File: config.mk
export PLATFORM = sky130hd
export DESIGN_NAME = isc_slave
export DESIGN_NICKNAME = d
export VERILOG_FILES = /design/src/pkg/isc_pkg.sv /design/src/design/isc_slave.sv
export SDC_FILE = /design/constraint.sdc
export NUM_CORES = 1
export LEC_CHECK = 0
export BUFFER_PORTS_ARGS = -buffer_cell sky130_fd_sc_hd__buf_2
export CORE_MARGIN = 2
export CORE_UTILIZATION = 50
export CTS_CLUSTER_DIAMETER = 80
export DETAILED_ROUTE_END_ITERATION = 6
export PLACE_DENSITY = 0.86
export RECOVER_POWER = 50
export SYNTH_ARGS = -nofsm -noshare
export SYNTH_HDL_FRONTEND = slang
export SYNTH_SLANG_ARGS = --single-unit
File: constraint.sdc
create_clock -name clock -period 1.9 [get_ports clock]
set_clock_uncertainty 0.05 [all_clocks]
set_input_delay 0.285 -clock clock [delete_from_list [all_inputs] [get_ports clock]]
set_output_delay 0.285 -clock clock [all_outputs]
set_load 0.05 [all_outputs]
File: src/pkg/isc_pkg.sv
package isc_pkg;

  // ----------------------------------------------------------------
  // register map (byte addresses, one aligned word each)
  // ----------------------------------------------------------------
  localparam int ADDR_W = 8;
  localparam logic [7:0] OFS_CTRL = 8'h00;
  localparam logic [7:0] OFS_STAT = 8'h04;
  localparam logic [7:0] OFS_RXBUF = 8'h08;
  localparam logic [7:0] OFS_TXREG = 8'h0C;
  localparam logic [7:0] OFS_SADDR = 8'h10;

  // ----------------------------------------------------------------
  // field positions
  // ----------------------------------------------------------------
  localparam int CTRL_EN_BIT = 15;
  localparam int CTRL_REL_BIT = 12;
  localparam int CTRL_A10_BIT = 10;
  localparam int CTRL_STRETCH_ENABLE_BIT = 6;
  localparam int STAT_TXF_BIT = 0;
  localparam int STAT_RXF_BIT = 1;
  localparam int STAT_DIR_BIT = 2;
  localparam int STAT_OV_BIT = 6;
  localparam int STAT_TENM_BIT = 8;

  // ----------------------------------------------------------------
  // protocol constants and reset values
  // ----------------------------------------------------------------
  localparam logic [4:0] TEN_BIT_HEADER = 5'h1E;
  localparam logic [3:0] BYTE_BITS = 4'h8;
  localparam logic [3:0] ACK_BIT = 4'h9;
  localparam logic [3:0] CNT_STEP = 4'h1;
  localparam logic [1:0] RESP_OKAY = 2'h0;
  localparam logic [1:0] RESP_SLVERR = 2'h2;
  localparam logic [9:0] SADDR_RST = 10'h000;
  localparam logic [7:0] BYTE_RST = 8'h00;
  localparam logic [31:0] WORD_ZERO = 32'h0000_0000;

  typedef enum logic [2:0] {
    PH_IDLE,
    PH_ADDR,
    PH_ADDR_LOW,
    PH_RX,
    PH_TX
  } isc_phase_t;

  typedef struct packed {
    logic moduleEnable;
    logic tenBitAddrMode;
    logic stretchEnable;
  } isc_ctrl_t;

  localparam isc_ctrl_t CTRL_RST = isc_ctrl_t'(3'h0);

endpackage : isc_pkg
File: src/design/isc_slave.sv
`timescale 1ns/1ps
`default_nettype none

// What this block does
// - seven-bit mode compares shift 7:1 with address
// - ten-bit first byte: header 11110, address 9:8
// - first ten-bit write match pulses, clears match
// - ten-bit mismatch or read before full match clears match, idles
// - second byte matches address 7:0, sets match
// - idle until start, sample on SCL rise
// - address match acks, pulse at ninth fall
// - read match acks, holds SCL until reload
// - transmit pulses at ninth fall regardless ack
// - write match receives, loads buffer, acks
// - buffer full: no ack, pulse, no load
// - overflow set, buffer empty: load, no ack
// - transmit stretches regardless stretch-enable
// - transmit ack with empty register stretches
// - software may set release bit anytime
// - receive stretch when buffer full at ninth
// - ten-bit addressing stretches as seven-bit after address
// - software clear waits for SCL fall, low
// - SCL held until release bit set or module disabled
// - stretch disabled ignores release bit clears
// - accepted byte goes to buffer with pulse
// - transmit register write sets full flag
module isc_slave (
  // clock, reset, enable
  input wire logic clock,
  input wire logic reset_n,
  input wire logic clockEnable,
  // i2c pins, open drain: oe high pulls the wire low
  input wire logic sclIn,
  output logic sclOe,
  input wire logic sdaIn,
  output logic sdaOe,
  // slave event pulse
  output logic slaveIrq,
  // axi4-lite write address
  input wire logic [isc_pkg::ADDR_W-1:0] s_axi_awaddr,
  input wire logic s_axi_awvalid,
  output logic s_axi_awready,
  // axi4-lite write data
  input wire logic [31:0] s_axi_wdata,
  input wire logic [3:0] s_axi_wstrb,
  input wire logic s_axi_wvalid,
  output logic s_axi_wready,
  // axi4-lite write response
  output logic [1:0] s_axi_bresp,
  output logic s_axi_bvalid,
  input wire logic s_axi_bready,
  // axi4-lite read address
  input wire logic [isc_pkg::ADDR_W-1:0] s_axi_araddr,
  input wire logic s_axi_arvalid,
  output logic s_axi_arready,
  // axi4-lite read data
  output logic [31:0] s_axi_rdata,
  output logic [1:0] s_axi_rresp,
  output logic s_axi_rvalid,
  input wire logic s_axi_rready
);

  // ----------------------------------------------------------------
  // state
  // ----------------------------------------------------------------
  isc_pkg::isc_ctrl_t linkControl;
  isc_pkg::isc_phase_t phase;
  isc_pkg::isc_phase_t pendingPhase;
  logic [9:0] slaveAddress;
  logic [7:0] rxShift;
  logic [7:0] rxBuffer;
  logic [7:0] txRegister;
  logic [7:0] txShift;
  logic [3:0] bitCnt;
  logic [isc_pkg::ADDR_W-1:0] awAddr;
  logic [31:0] wData;
  logic [3:0] wStrb;
  logic rxFull, rxOverflow, txFull, clockRelease, tenBitMatch;
  logic fullyAddressed, readDir, ackSeen, txPending, sclArmed;
  logic sclMeta, sclSync, sclPrev, sdaMeta, sdaSync, sdaPrev;

  // ----------------------------------------------------------------
  // helpers
  // ----------------------------------------------------------------
  function automatic logic [31:0] mergeLanes(input logic [31:0] oldVal, input logic [31:0] newVal,
                                             input logic [3:0] strb);
    logic [31:0] res;
    res = oldVal;
    for (int i = 0; i < 4; i++) begin
      if (strb[i]) begin
        res[i*8 +: 8] = newVal[i*8 +: 8];
      end
    end
    return res;
  endfunction : mergeLanes

  function automatic logic isMapped(input logic [isc_pkg::ADDR_W-1:0] a);
    return (a == isc_pkg::OFS_CTRL) || (a == isc_pkg::OFS_STAT) || (a == isc_pkg::OFS_RXBUF) ||
           (a == isc_pkg::OFS_TXREG) || (a == isc_pkg::OFS_SADDR);
  endfunction : isMapped

  // ----------------------------------------------------------------
  // pin synchronisers and bus events
  // ----------------------------------------------------------------
  always_ff @(posedge clock) begin
    if (!reset_n) begin
      {sclMeta, sclSync, sclPrev} <= 3'h7;
      {sdaMeta, sdaSync, sdaPrev} <= 3'h7;
    end else if (clockEnable) begin
      sclMeta <= sclIn;
      sclSync <= sclMeta;
      sclPrev <= sclSync;
      sdaMeta <= sdaIn;
      sdaSync <= sdaMeta;
      sdaPrev <= sdaSync;
    end
  end

  logic sclRise, sclFall, startCond, stopCond, ninthFall, byteDone;
  assign sclRise = sclSync & ~sclPrev;
  assign sclFall = ~sclSync & sclPrev;
  assign startCond = sclSync & sclPrev & sdaPrev & ~sdaSync;
  assign stopCond = sclSync & sclPrev & ~sdaPrev & sdaSync;
  assign ninthFall = sclFall && (bitCnt == isc_pkg::ACK_BIT) && (phase != isc_pkg::PH_IDLE);
  assign byteDone = sclFall && (bitCnt == isc_pkg::BYTE_BITS) && (phase != isc_pkg::PH_IDLE) &&
                    (phase != isc_pkg::PH_TX);

  // ----------------------------------------------------------------
  // axi4-lite slave
  // ----------------------------------------------------------------
  logic wrEn, rdEn;
  logic [31:0] ctrlWord, statWord, wrWord;
  assign wrEn = ~s_axi_awready & ~s_axi_wready & ~s_axi_bvalid;
  assign rdEn = s_axi_arvalid & s_axi_arready;

  always_comb begin
    ctrlWord = isc_pkg::WORD_ZERO;
    ctrlWord[isc_pkg::CTRL_EN_BIT] = linkControl.moduleEnable;
    ctrlWord[isc_pkg::CTRL_REL_BIT] = clockRelease;
    ctrlWord[isc_pkg::CTRL_A10_BIT] = linkControl.tenBitAddrMode;
    ctrlWord[isc_pkg::CTRL_STRETCH_ENABLE_BIT] = linkControl.stretchEnable;
    statWord = isc_pkg::WORD_ZERO;
    statWord[isc_pkg::STAT_TXF_BIT] = txFull;
    statWord[isc_pkg::STAT_RXF_BIT] = rxFull;
    statWord[isc_pkg::STAT_DIR_BIT] = readDir;
    statWord[isc_pkg::STAT_OV_BIT] = rxOverflow;
    statWord[isc_pkg::STAT_TENM_BIT] = tenBitMatch;
    case (awAddr)
      isc_pkg::OFS_CTRL: wrWord = mergeLanes(ctrlWord, wData, wStrb);
      isc_pkg::OFS_STAT: wrWord = mergeLanes(statWord, wData, wStrb);
      isc_pkg::OFS_TXREG: wrWord = mergeLanes({24'h000000, txRegister}, wData, wStrb);
      isc_pkg::OFS_SADDR: wrWord = mergeLanes({22'h0, slaveAddress}, wData, wStrb);
      default: wrWord = isc_pkg::WORD_ZERO;
    endcase
  end

  logic wrCtrl, wrStat, wrTx;
  assign wrCtrl = wrEn && (awAddr == isc_pkg::OFS_CTRL);
  assign wrStat = wrEn && (awAddr == isc_pkg::OFS_STAT);
  assign wrTx = wrEn && (awAddr == isc_pkg::OFS_TXREG) && wStrb[0];

  always_ff @(posedge clock) begin
    if (!reset_n) begin
      s_axi_awready <= 1'b1;
      s_axi_wready <= 1'b1;
      s_axi_bvalid <= 1'b0;
      s_axi_bresp <= isc_pkg::RESP_OKAY;
      awAddr <= '0;
      wData <= isc_pkg::WORD_ZERO;
      wStrb <= 4'h0;
    end else if (clockEnable) begin
      if (s_axi_awvalid && s_axi_awready) begin
        awAddr <= s_axi_awaddr;
        s_axi_awready <= 1'b0;
      end
      if (s_axi_wvalid && s_axi_wready) begin
        wData <= s_axi_wdata;
        wStrb <= s_axi_wstrb;
        s_axi_wready <= 1'b0;
      end
      if (wrEn) begin
        s_axi_bvalid <= 1'b1;
        s_axi_bresp <= isMapped(awAddr) ? isc_pkg::RESP_OKAY : isc_pkg::RESP_SLVERR;
      end
      if (s_axi_bvalid && s_axi_bready) begin
        s_axi_bvalid <= 1'b0;
        s_axi_awready <= 1'b1;
        s_axi_wready <= 1'b1;
      end
    end
  end

  always_ff @(posedge clock) begin
    if (!reset_n) begin
      s_axi_arready <= 1'b1;
      s_axi_rvalid <= 1'b0;
      s_axi_rdata <= isc_pkg::WORD_ZERO;
      s_axi_rresp <= isc_pkg::RESP_OKAY;
    end else if (clockEnable) begin
      if (rdEn) begin
        s_axi_arready <= 1'b0;
        s_axi_rvalid <= 1'b1;
        s_axi_rresp <= isMapped(s_axi_araddr) ? isc_pkg::RESP_OKAY : isc_pkg::RESP_SLVERR;
        case (s_axi_araddr)
          isc_pkg::OFS_CTRL: s_axi_rdata <= ctrlWord;
          isc_pkg::OFS_STAT: s_axi_rdata <= statWord;
          isc_pkg::OFS_RXBUF: s_axi_rdata <= {24'h000000, rxBuffer};
          isc_pkg::OFS_TXREG: s_axi_rdata <= {24'h000000, txRegister};
          isc_pkg::OFS_SADDR: s_axi_rdata <= {22'h0, slaveAddress};
          default: s_axi_rdata <= isc_pkg::WORD_ZERO;
        endcase
      end else if (s_axi_rvalid && s_axi_rready) begin
        s_axi_rvalid <= 1'b0;
        s_axi_arready <= 1'b1;
      end
    end
  end

  // ----------------------------------------------------------------
  // byte decisions
  // ----------------------------------------------------------------
  logic match7, matchHigh, matchLow, ackDecide;
  logic rxLoad, rxOvfEvent, txLoad, txStretch, rxStretch;
  assign match7 = rxShift[7:1] == slaveAddress[6:0];
  assign matchHigh = (rxShift[7:3] == isc_pkg::TEN_BIT_HEADER) && (rxShift[2:1] == slaveAddress[9:8]);
  assign matchLow = rxShift == slaveAddress[7:0];

  always_comb begin
    case (phase)
      isc_pkg::PH_ADDR: begin
        if (!linkControl.tenBitAddrMode) begin
          ackDecide = match7;
        end else begin
          // a read header only answers after a complete ten-bit match
          ackDecide = matchHigh && (!rxShift[0] || fullyAddressed);
        end
      end
      isc_pkg::PH_ADDR_LOW: ackDecide = matchLow;
      isc_pkg::PH_RX: ackDecide = !rxFull && !rxOverflow;
      default: ackDecide = 1'b0;
    endcase
  end

  assign rxLoad = byteDone && (phase == isc_pkg::PH_RX) && !rxFull;
  assign rxOvfEvent = byteDone && (phase == isc_pkg::PH_RX) && rxFull;
  assign txLoad = (phase == isc_pkg::PH_TX) &&
                  ((ninthFall && ackSeen && txFull) || (txPending && clockRelease));
  assign txStretch = ninthFall && (phase == isc_pkg::PH_TX) && ackSeen && !txFull;
  assign rxStretch = ninthFall && (phase == isc_pkg::PH_RX) && linkControl.stretchEnable &&
                     (rxFull || rxLoad);

  // ----------------------------------------------------------------
  // protocol engine
  // ----------------------------------------------------------------
  always_ff @(posedge clock) begin
    if (!reset_n) begin
      phase <= isc_pkg::PH_IDLE;
      pendingPhase <= isc_pkg::PH_IDLE;
      bitCnt <= 4'h0;
      rxShift <= isc_pkg::BYTE_RST;
      txShift <= isc_pkg::BYTE_RST;
      sdaOe <= 1'b0;
      slaveIrq <= 1'b0;
      ackSeen <= 1'b0;
      txPending <= 1'b0;
      tenBitMatch <= 1'b0;
      fullyAddressed <= 1'b0;
      readDir <= 1'b0;
    end else if (clockEnable) begin
      slaveIrq <= ninthFall;
      if (!linkControl.moduleEnable || stopCond) begin
        phase <= isc_pkg::PH_IDLE;
        fullyAddressed <= 1'b0;
        txPending <= 1'b0;
        sdaOe <= 1'b0;
      end else if (startCond) begin
        phase <= isc_pkg::PH_ADDR;
        bitCnt <= 4'h0;
        txPending <= 1'b0;
        sdaOe <= 1'b0;
      end else if (phase != isc_pkg::PH_IDLE) begin
        if (sclRise && bitCnt < isc_pkg::ACK_BIT) begin
          bitCnt <= bitCnt + isc_pkg::CNT_STEP;
          if (bitCnt < isc_pkg::BYTE_BITS) begin
            rxShift <= {rxShift[6:0], sdaSync};
          end else begin
            ackSeen <= ~sdaSync;
          end
        end
        if (byteDone) begin
          sdaOe <= ackDecide;
          if (phase == isc_pkg::PH_ADDR) begin
            readDir <= rxShift[0];
            if (!ackDecide) begin
              phase <= isc_pkg::PH_IDLE;
              if (linkControl.tenBitAddrMode) begin
                tenBitMatch <= 1'b0;
              end
            end else if (!linkControl.tenBitAddrMode) begin
              pendingPhase <= rxShift[0] ? isc_pkg::PH_TX : isc_pkg::PH_RX;
            end else if (!rxShift[0]) begin
              pendingPhase <= isc_pkg::PH_ADDR_LOW;
              tenBitMatch <= 1'b0;
              fullyAddressed <= 1'b0;
            end else begin
              pendingPhase <= isc_pkg::PH_TX;
            end
          end else if (phase == isc_pkg::PH_ADDR_LOW) begin
            tenBitMatch <= matchLow;
            fullyAddressed <= matchLow;
            if (!matchLow) begin
              phase <= isc_pkg::PH_IDLE;
            end else begin
              pendingPhase <= isc_pkg::PH_RX;
            end
          end
        end else if (sclFall && phase == isc_pkg::PH_TX && bitCnt < isc_pkg::BYTE_BITS &&
                     bitCnt != 4'h0) begin
          sdaOe <= ~txShift[7];
          txShift <= {txShift[6:0], 1'b1};
        end else if (sclFall && phase == isc_pkg::PH_TX && bitCnt == isc_pkg::BYTE_BITS) begin
          sdaOe <= 1'b0;
        end
        if (ninthFall) begin
          bitCnt <= 4'h0;
          sdaOe <= 1'b0;
          if (phase == isc_pkg::PH_ADDR || phase == isc_pkg::PH_ADDR_LOW) begin
            phase <= pendingPhase;
            txPending <= pendingPhase == isc_pkg::PH_TX;
          end else if (phase == isc_pkg::PH_TX && !ackSeen) begin
            phase <= isc_pkg::PH_IDLE;
          end else if (txStretch) begin
            txPending <= 1'b1;
          end
        end
        if (txLoad) begin
          // first bit goes out while SCL is low; the rest follow each fall
          sdaOe <= ~txRegister[7];
          txShift <= {txRegister[6:0], 1'b1};
          txPending <= 1'b0;
        end
      end
    end
  end

  // ----------------------------------------------------------------
  // software-visible flags and registers
  // ----------------------------------------------------------------
  logic addrReadAck;
  assign addrReadAck = ninthFall && (phase == isc_pkg::PH_ADDR) && (pendingPhase == isc_pkg::PH_TX);

  always_ff @(posedge clock) begin
    if (!reset_n) begin
      linkControl <= isc_pkg::CTRL_RST;
      slaveAddress <= isc_pkg::SADDR_RST;
      txRegister <= isc_pkg::BYTE_RST;
      rxBuffer <= isc_pkg::BYTE_RST;
      rxFull <= 1'b0;
      rxOverflow <= 1'b0;
      txFull <= 1'b0;
      clockRelease <= 1'b1;
    end else if (clockEnable) begin
      if (wrCtrl) begin
        linkControl.moduleEnable <= wrWord[isc_pkg::CTRL_EN_BIT];
        linkControl.tenBitAddrMode <= wrWord[isc_pkg::CTRL_A10_BIT];
        linkControl.stretchEnable <= wrWord[isc_pkg::CTRL_STRETCH_ENABLE_BIT];
      end
      if (wrEn && awAddr == isc_pkg::OFS_SADDR) begin
        slaveAddress <= wrWord[9:0];
      end
      if (wrTx) begin
        txRegister <= wrWord[7:0];
      end
      if (rxLoad) begin
        rxBuffer <= rxShift;
      end
      // set wins over the read that clears it
      if (rxLoad) begin
        rxFull <= 1'b1;
      end else if (rdEn && s_axi_araddr == isc_pkg::OFS_RXBUF) begin
        rxFull <= 1'b0;
      end
      if (rxOvfEvent) begin
        rxOverflow <= 1'b1;
      end else if (wrStat) begin
        rxOverflow <= rxOverflow & wrWord[isc_pkg::STAT_OV_BIT];
      end
      if (wrTx) begin
        txFull <= 1'b1;
      end else if (txLoad) begin
        txFull <= 1'b0;
      end
      // a software set beats a same-cycle hardware stretch
      if (wrCtrl && wrWord[isc_pkg::CTRL_REL_BIT]) begin
        clockRelease <= 1'b1;
      end else if (txStretch || rxStretch || addrReadAck) begin
        clockRelease <= 1'b0;
      end else if (wrCtrl && linkControl.stretchEnable) begin
        clockRelease <= wrWord[isc_pkg::CTRL_REL_BIT];
      end
    end
  end

  // ----------------------------------------------------------------
  // SCL hold: only pull low after a seen fall with SCL still low,
  // so a late software clear never shortens a high phase
  // ----------------------------------------------------------------
  always_ff @(posedge clock) begin
    if (!reset_n) begin
      sclArmed <= 1'b0;
      sclOe <= 1'b0;
    end else if (clockEnable) begin
      if (sclFall) begin
        sclArmed <= 1'b1;
      end else if (clockRelease) begin
        sclArmed <= 1'b0;
      end
      // hold through the cycle that drives the first bit, so SDA never moves while SCL is high
      if (!linkControl.moduleEnable || (clockRelease && !txLoad)) begin
        sclOe <= 1'b0;
      end else if (sclArmed && !sclSync) begin
        sclOe <= 1'b1;
      end
    end
  end

endmodule : isc_slave

`default_nettype wire

# --- After elaboration in Yosys (flattened, before gate mapping) ---
# Index checks and enable logic that the tools add are counted.
# W data, S select, Z words.
op_classes:
  addsub: 1
  order_cmp: 2
  n_eq_ne: 31
  n_mux: 90
  bitwise: 23
  reduce_logical: 124
ops:
  columns: ["op", "n"]
  rows:
  - ["$mux W8", 11]
  - ["$pmux W16 S5", 1]
  - ["$pmux W16 S4", 1]
  - ["$mux W3", 18]
  - ["$mux W1", 52]
  - ["$logic_and A1 B1 Y1", 43]
  - ["$reduce_and A2 Y1", 19]
  - ["$eq A8 B4 Y1 const B", 4]
  - ["$reduce_bool A2 Y1", 15]
  - ["$reduce_and A6 Y1", 4]
  - ["$reduce_and A8 Y1", 3]
  - ["$eq A8 B3 Y1 const B", 2]
  - ["$eq A8 B5 Y1 const B", 2]
  - ["$logic_not A8 Y1", 2]
  - ["$logic_or A1 B1 Y1", 16]
  - ["$mux W4", 4]
  - ["$ne A3 B3 Y1 const B", 5]
  - ["$reduce_bool A3 Y1", 5]
  - ["$not A1 Y1", 12]
  - ["$and A1 B1 Y1", 11]
  - ["$reduce_and A3 Y1", 3]
  - ["$eq A4 B4 Y1 const B", 2]
  - ["$eq A8 B8 Y1", 1]
  - ["$logic_not A1 Y1", 8]
  - ["18 further kinds", 27]
word_totals:
  reg_bits: 159
  inputBits: 62
  word_cells: 313

# --- Longest topological paths before layout ---
logic_depth:
  depth_word: 15
  ltp_mapped: 9
  depth_no_buf: 8

# --- Worst setup path before layout ---
# Ideal clock, no wire load.
synth_timing:
  kind: "register -> register"
  start: "register bitCnt[0]"
  end: "register rxShift[1]"
  setup_ps: 128
  arrival_ps: 1817
  t_required_ps: 1722
  setup_slack_ps: -95
  path_stages_with_launch: 10
  synth_period_minus_slack_ps: 1995
  path_cell_list: "dfxtp_1 inv_1 ha_1 nand2b_1 a2111oi_2 and3_1 and2b_1 buf_6 mux2i_1 nor2_1"
synth_between:
  elab_chain_cells: 3
  elab_cells_between_ends: 4
synth_rtl:
  columns: ["element", "line", "text"]
  rows:
  - ["from (decl)", "isc_slave.sv:74", "logic [3:0] bitCnt;"]
  - ["from (signal assigned)", "isc_slave.sv:283", "bitCnt <= bitCnt + isc_pkg::CNT_STEP;"]
  - ["$lt A4 B4 Y1", "isc_slave.sv:282", "if (sclRise && bitCnt < isc_pkg::ACK_BIT) begin"]
  - ["$logic_and A1 B1 Y1", "isc_slave.sv:282", null]
  - ["$reduce_and A6 Y1 (no line) (*)", null, null]
  - ["to (signal assigned)", "isc_slave.sv:260", "rxShift <= isc_pkg::BYTE_RST;"]
  - ["to (signal assigned)", "isc_slave.sv:285", "rxShift <= {rxShift[6:0], sdaSync};"]
  - ["to (decl)", "isc_slave.sv:70", "logic [7:0] rxShift;"]
# Every way passes the cells marked *; elsewhere a longest branch is shown, timed or not.
# A chain may end at the register's enable or synchronous reset.

# --- Final worst setup path ---
layout_timing:
  start: "register bitCnt[1]"
  end: "register rxShift[7]"
# The elaborated chain is that of the path after synthesis.

==> metrics.md <==
| Metric | Value |
|---|---|
| Placer congestion estimate | 0.972 |
| Fin crit period | about 2 ns |
| Overall die width | 112 um |
| TritonCTS clock tree | yes |
| First-pass GRT wire length | 27500 um |
| Power density relative to cell area | 900 mW/mm^2 |
| Peak ir drop on the vdd network | 0.000760 V |
| Slew @ Worst Pin | 0.628 ns |
| Floorplan core area | 0.0114 sq mm |
| Number of nets in the finished design | 868 |
| Input/output buffers | 63 |
| TritonCTS Sinks | between 100 and 150 |
| Overall power | between 6 and 7 mW |
| Depth of the CTS H-tree | 4 |
| Largest fanout on the critical path | 8 |
| Number of antenna cells inserted | 0 |
| Path category of the worst min-delay check | in -> reg |
| Via count normalized by instance count | 6.13 |
| Required time at the endpoint of the critical path | 2.14 ns |
| Pin count of the biggest net entering global routing | between 50 and 60 |
| DR WL/cell | 18.5 um |
| Slew headroom | 0.577 |
| Setup repair after global routing missed its margin | true |
| Total gr overflow | 0 |
| Layout Cells excl Fill | 959 |
| Final setup violation count | 12 |
| Async set or reset register ratio after synthesis | 0 |
| PnR worst setup slack | -0.0927 ns |
| Leak pwr | 3.08 nW |
| Kind of start point of the critical path | flip-flop |
| Clock buffers created by TritonCTS | 17 |
| Share of final-layout standard cells stronger than drive strength 1 | 0.243 |
| Synthesized flop and latch total | approximately 120 |
| Initial antenna violation count | 0 |
| Post-Syn Area per Cell | 8.46 sq um |
| Top_reg_cell synth | dfxtp_1 |
| Final max-slew violation count | 0 |
| Maximum clock frequency | roughly 500 MHz |
| Fin util | 0.655 |
| Row count | 39 |
| RR Startpoint | bitCnt[1] |
| Mapped Area | slightly below 0.006 sq mm |
| Violation count after the first detailed-routing iteration | ~730 |
| Via count of the first global-routing pass | 5569 |
| Overall via count from detail_route | between 5000 and 6000 |
| I/O pins | 106 |
| First element of the critical path | bitCnt[1] |
| Clock latency on the worst-skew pair | between 0.4 and 0.5 ns |
| Vertical extent of the die | ~110 um |
| Failing checks | negative setup slack |
| Length of the first detailed-routing pass in iterations | 5 |
| Number of cells produced by synthesis | approximately 690 |
| Count of antenna-violating nets left after detailed routing | 0 |
| Root buf cell | clkbuf_16 |
| Top-area cell type share of the netlist area | 0.399 |
| FF-to-FF path depth | 9 |
| Number of warning messages in the yosys log | 0 |
| Total track usage | 0.272 |
| Period utilisation layout | 1.05 |
| Total Neg Setup Slack | -0.395 ns |
| Setup Crit Path Kind | reg -> reg |
| Dominant cell type by area after synthesis | dfxtp_1 |
| Count of hold buffers inserted by post-cts repair | 0 |
| Area added between synthesis and finish | 27.4% |
| Arr. time, crit path | between 2 and 2.5 ns |
| Clk pin slew, worst setup/hold paths | about 0.06 ns |
| Number of DRC violations after detailed routing | 0 |
| HPWL after DPL | 11400 um |
| Count of unique library cells instantiated by Yosys | 76 |
| Result of the run | complete, but fails checks |
| Fraction of the yosys area taken by sequential cells | 0.399 |
| Fill cells | 858 |
| Count of final hold-check violations | 0 |
| Die ar. | 0.0126 sq mm |
| Effective utilization at floorplan | 0.514 |
| Number of placed instances, taps included | a little over 900 |
| Maximum Capacitance Violations | 0 |
| Kind of end point of the critical path | flip-flop |
| Critical path endpoint | rxShift[7] |
| Register-to-register setup slack | -0.09 ns |
| Top area cells in the synthesized netlist | dfxtp_1 (40%), mux2i_1 (9.9%), nor2_1 (5.4%), nand2_1 (4.9%), a21oi_1 (3.9%) |
| Max Buffers Root-to-Sink | 2 |
| EDFF count, synth | 0 |
| Total Routed Length | 17700 um |
| Terminus of the critical flop-to-flop path | rxShift[7] |
synthesized netlist by cell type (8+ instances only):
library cell / count
clkbuf_1: 33
o21ai_0: 16
a22oi_1: 21
a211oi_1: 15
buf_4: 25
nand2_1: 76
nand3_1: 20
xor2_1: 16
inv_1: 16
nor3_1: 10
a21oi_1: 46
mux2i_1: 58
and3_1: 10
a31oi_1: 8
dfxtp_1: 117
nor2_1: 85
critical path, stage by stage (launching register included):
cell,delay (ns)
dfxtp_2,0.32
inv_2,0.07
ha_4,0.16
nand2b_4,0.06
a2111oi_4,0.31
and3_4,0.25
and2b_2,0.18
buf_12,0.14
mux2i_1,0.26
nor2_1,0.06
cells by family after synthesis:
family / count (synthesis) / share of synthesized area
adders and majority gates: 3 / 0.00639
and+or+nand+nor: 253 / 0.205
xor gates and xnor gates: 18 / 0.0269
buffers and inverters: 84 / 0.0729
DFF: 117 / 0.399
other: 1 / 0.000639
AOI/OAI and AO/OA: 156 / 0.181
muxes: 62 / 0.108
final cells by class:
type,count,area (sq um),area share
Multi-Input combinational cell,513,3320,0.444
Sequential cell,117,2360,0.315
Timing Repair Buffer,136,866,0.116
Inverter,18,67.6,0.00903
Clock inverter,12,224,0.0299
Tap cell,143,179,0.0239
Clock buffer,20,467,0.0624
worst min path at each step:
| stage | startpoint | end | slack [ns] | cells after the start |
|---|---|---|---|---|
| global route | s_axi_wdata[12] | wData[12] | 0.06 | 3 |
| floorplan | sdaIn | sdaMeta | 0.36 | 2 |
| global placement | s_axi_rdata[9] | s_axi_rdata[9] | 0.39 | 2 |
| CTS | sclIn | sclMeta | 0.03 | 3 |
| detailed placement | s_axi_rdata[9] | s_axi_rdata[9] | 0.39 | 2 |
| finish | sclIn | sclMeta | 0.03 | 3 |
where the power goes:
group          internal (mW)  leakage, nW  switching, mW
clock                   2.56        0.324           1.14
sequential              2.50        0.953         0.0355
combinational          0.142         1.80          0.353
timing repair:
item	CTS	global route
gates resized for setup	8	33
pin swaps	4	13
hold endpoints to repair	0	0
endpoints found under the setup margin	20	37
buffers inserted	4	2
cell usage in the layout (no fill, tap or decap), drive strengths merged, types with 4 or more instances in the layout:
cell      instances
nand4             7
nand2b            5
o21a              4
xor2             16
a22oi            21
and3             10
nor3             12
nand2            77
a211oi           15
o2bb2ai           4
buf             108
inv              17
a21oi            46
nor4              5
dfxtp           117
bufinv            6
nor2             86
nor2b             6
clkinvlp          4
o21ai            16
mux2i            58
clkbuf           48
o22ai             6
conb             21
a31oi             8
a221o             4
nand3            21
and2              7
sequential cells by signal, summed over array words and instances (netlist names), 2 cells and up:
name	flops
pendingPhase	3
ctrlWord	3
rxShift	8
slaveAddress	10
txShift	8
wStrb	2
wData	13
bitCnt	4
txRegister	8
phase	3
s_axi_rdata	13
rxBuffer	8
awAddr	8
routing by layer:
metal,up-vias,GRT usage,routed length [um]
met2,410,0.468,8360
met1,2718,0.320,6670
met3,108,0.0659,1710
li1,2647,-,-
met5,-,0,0
met4,0,0.128,971
through the flow:
step                setup WS (ns)  hold WS (ns)  cell area [sq um]
detailed placement         -0.148         0.394               6660
CTS                       -0.0664        0.0295               7420
global route               -0.157        0.0605               7480
finish                    -0.0927        0.0316               7480
global placement          -0.0565         0.393               6660
floorplan                 0.00946         0.363               5970
Power figures use the tool's default switching activity.
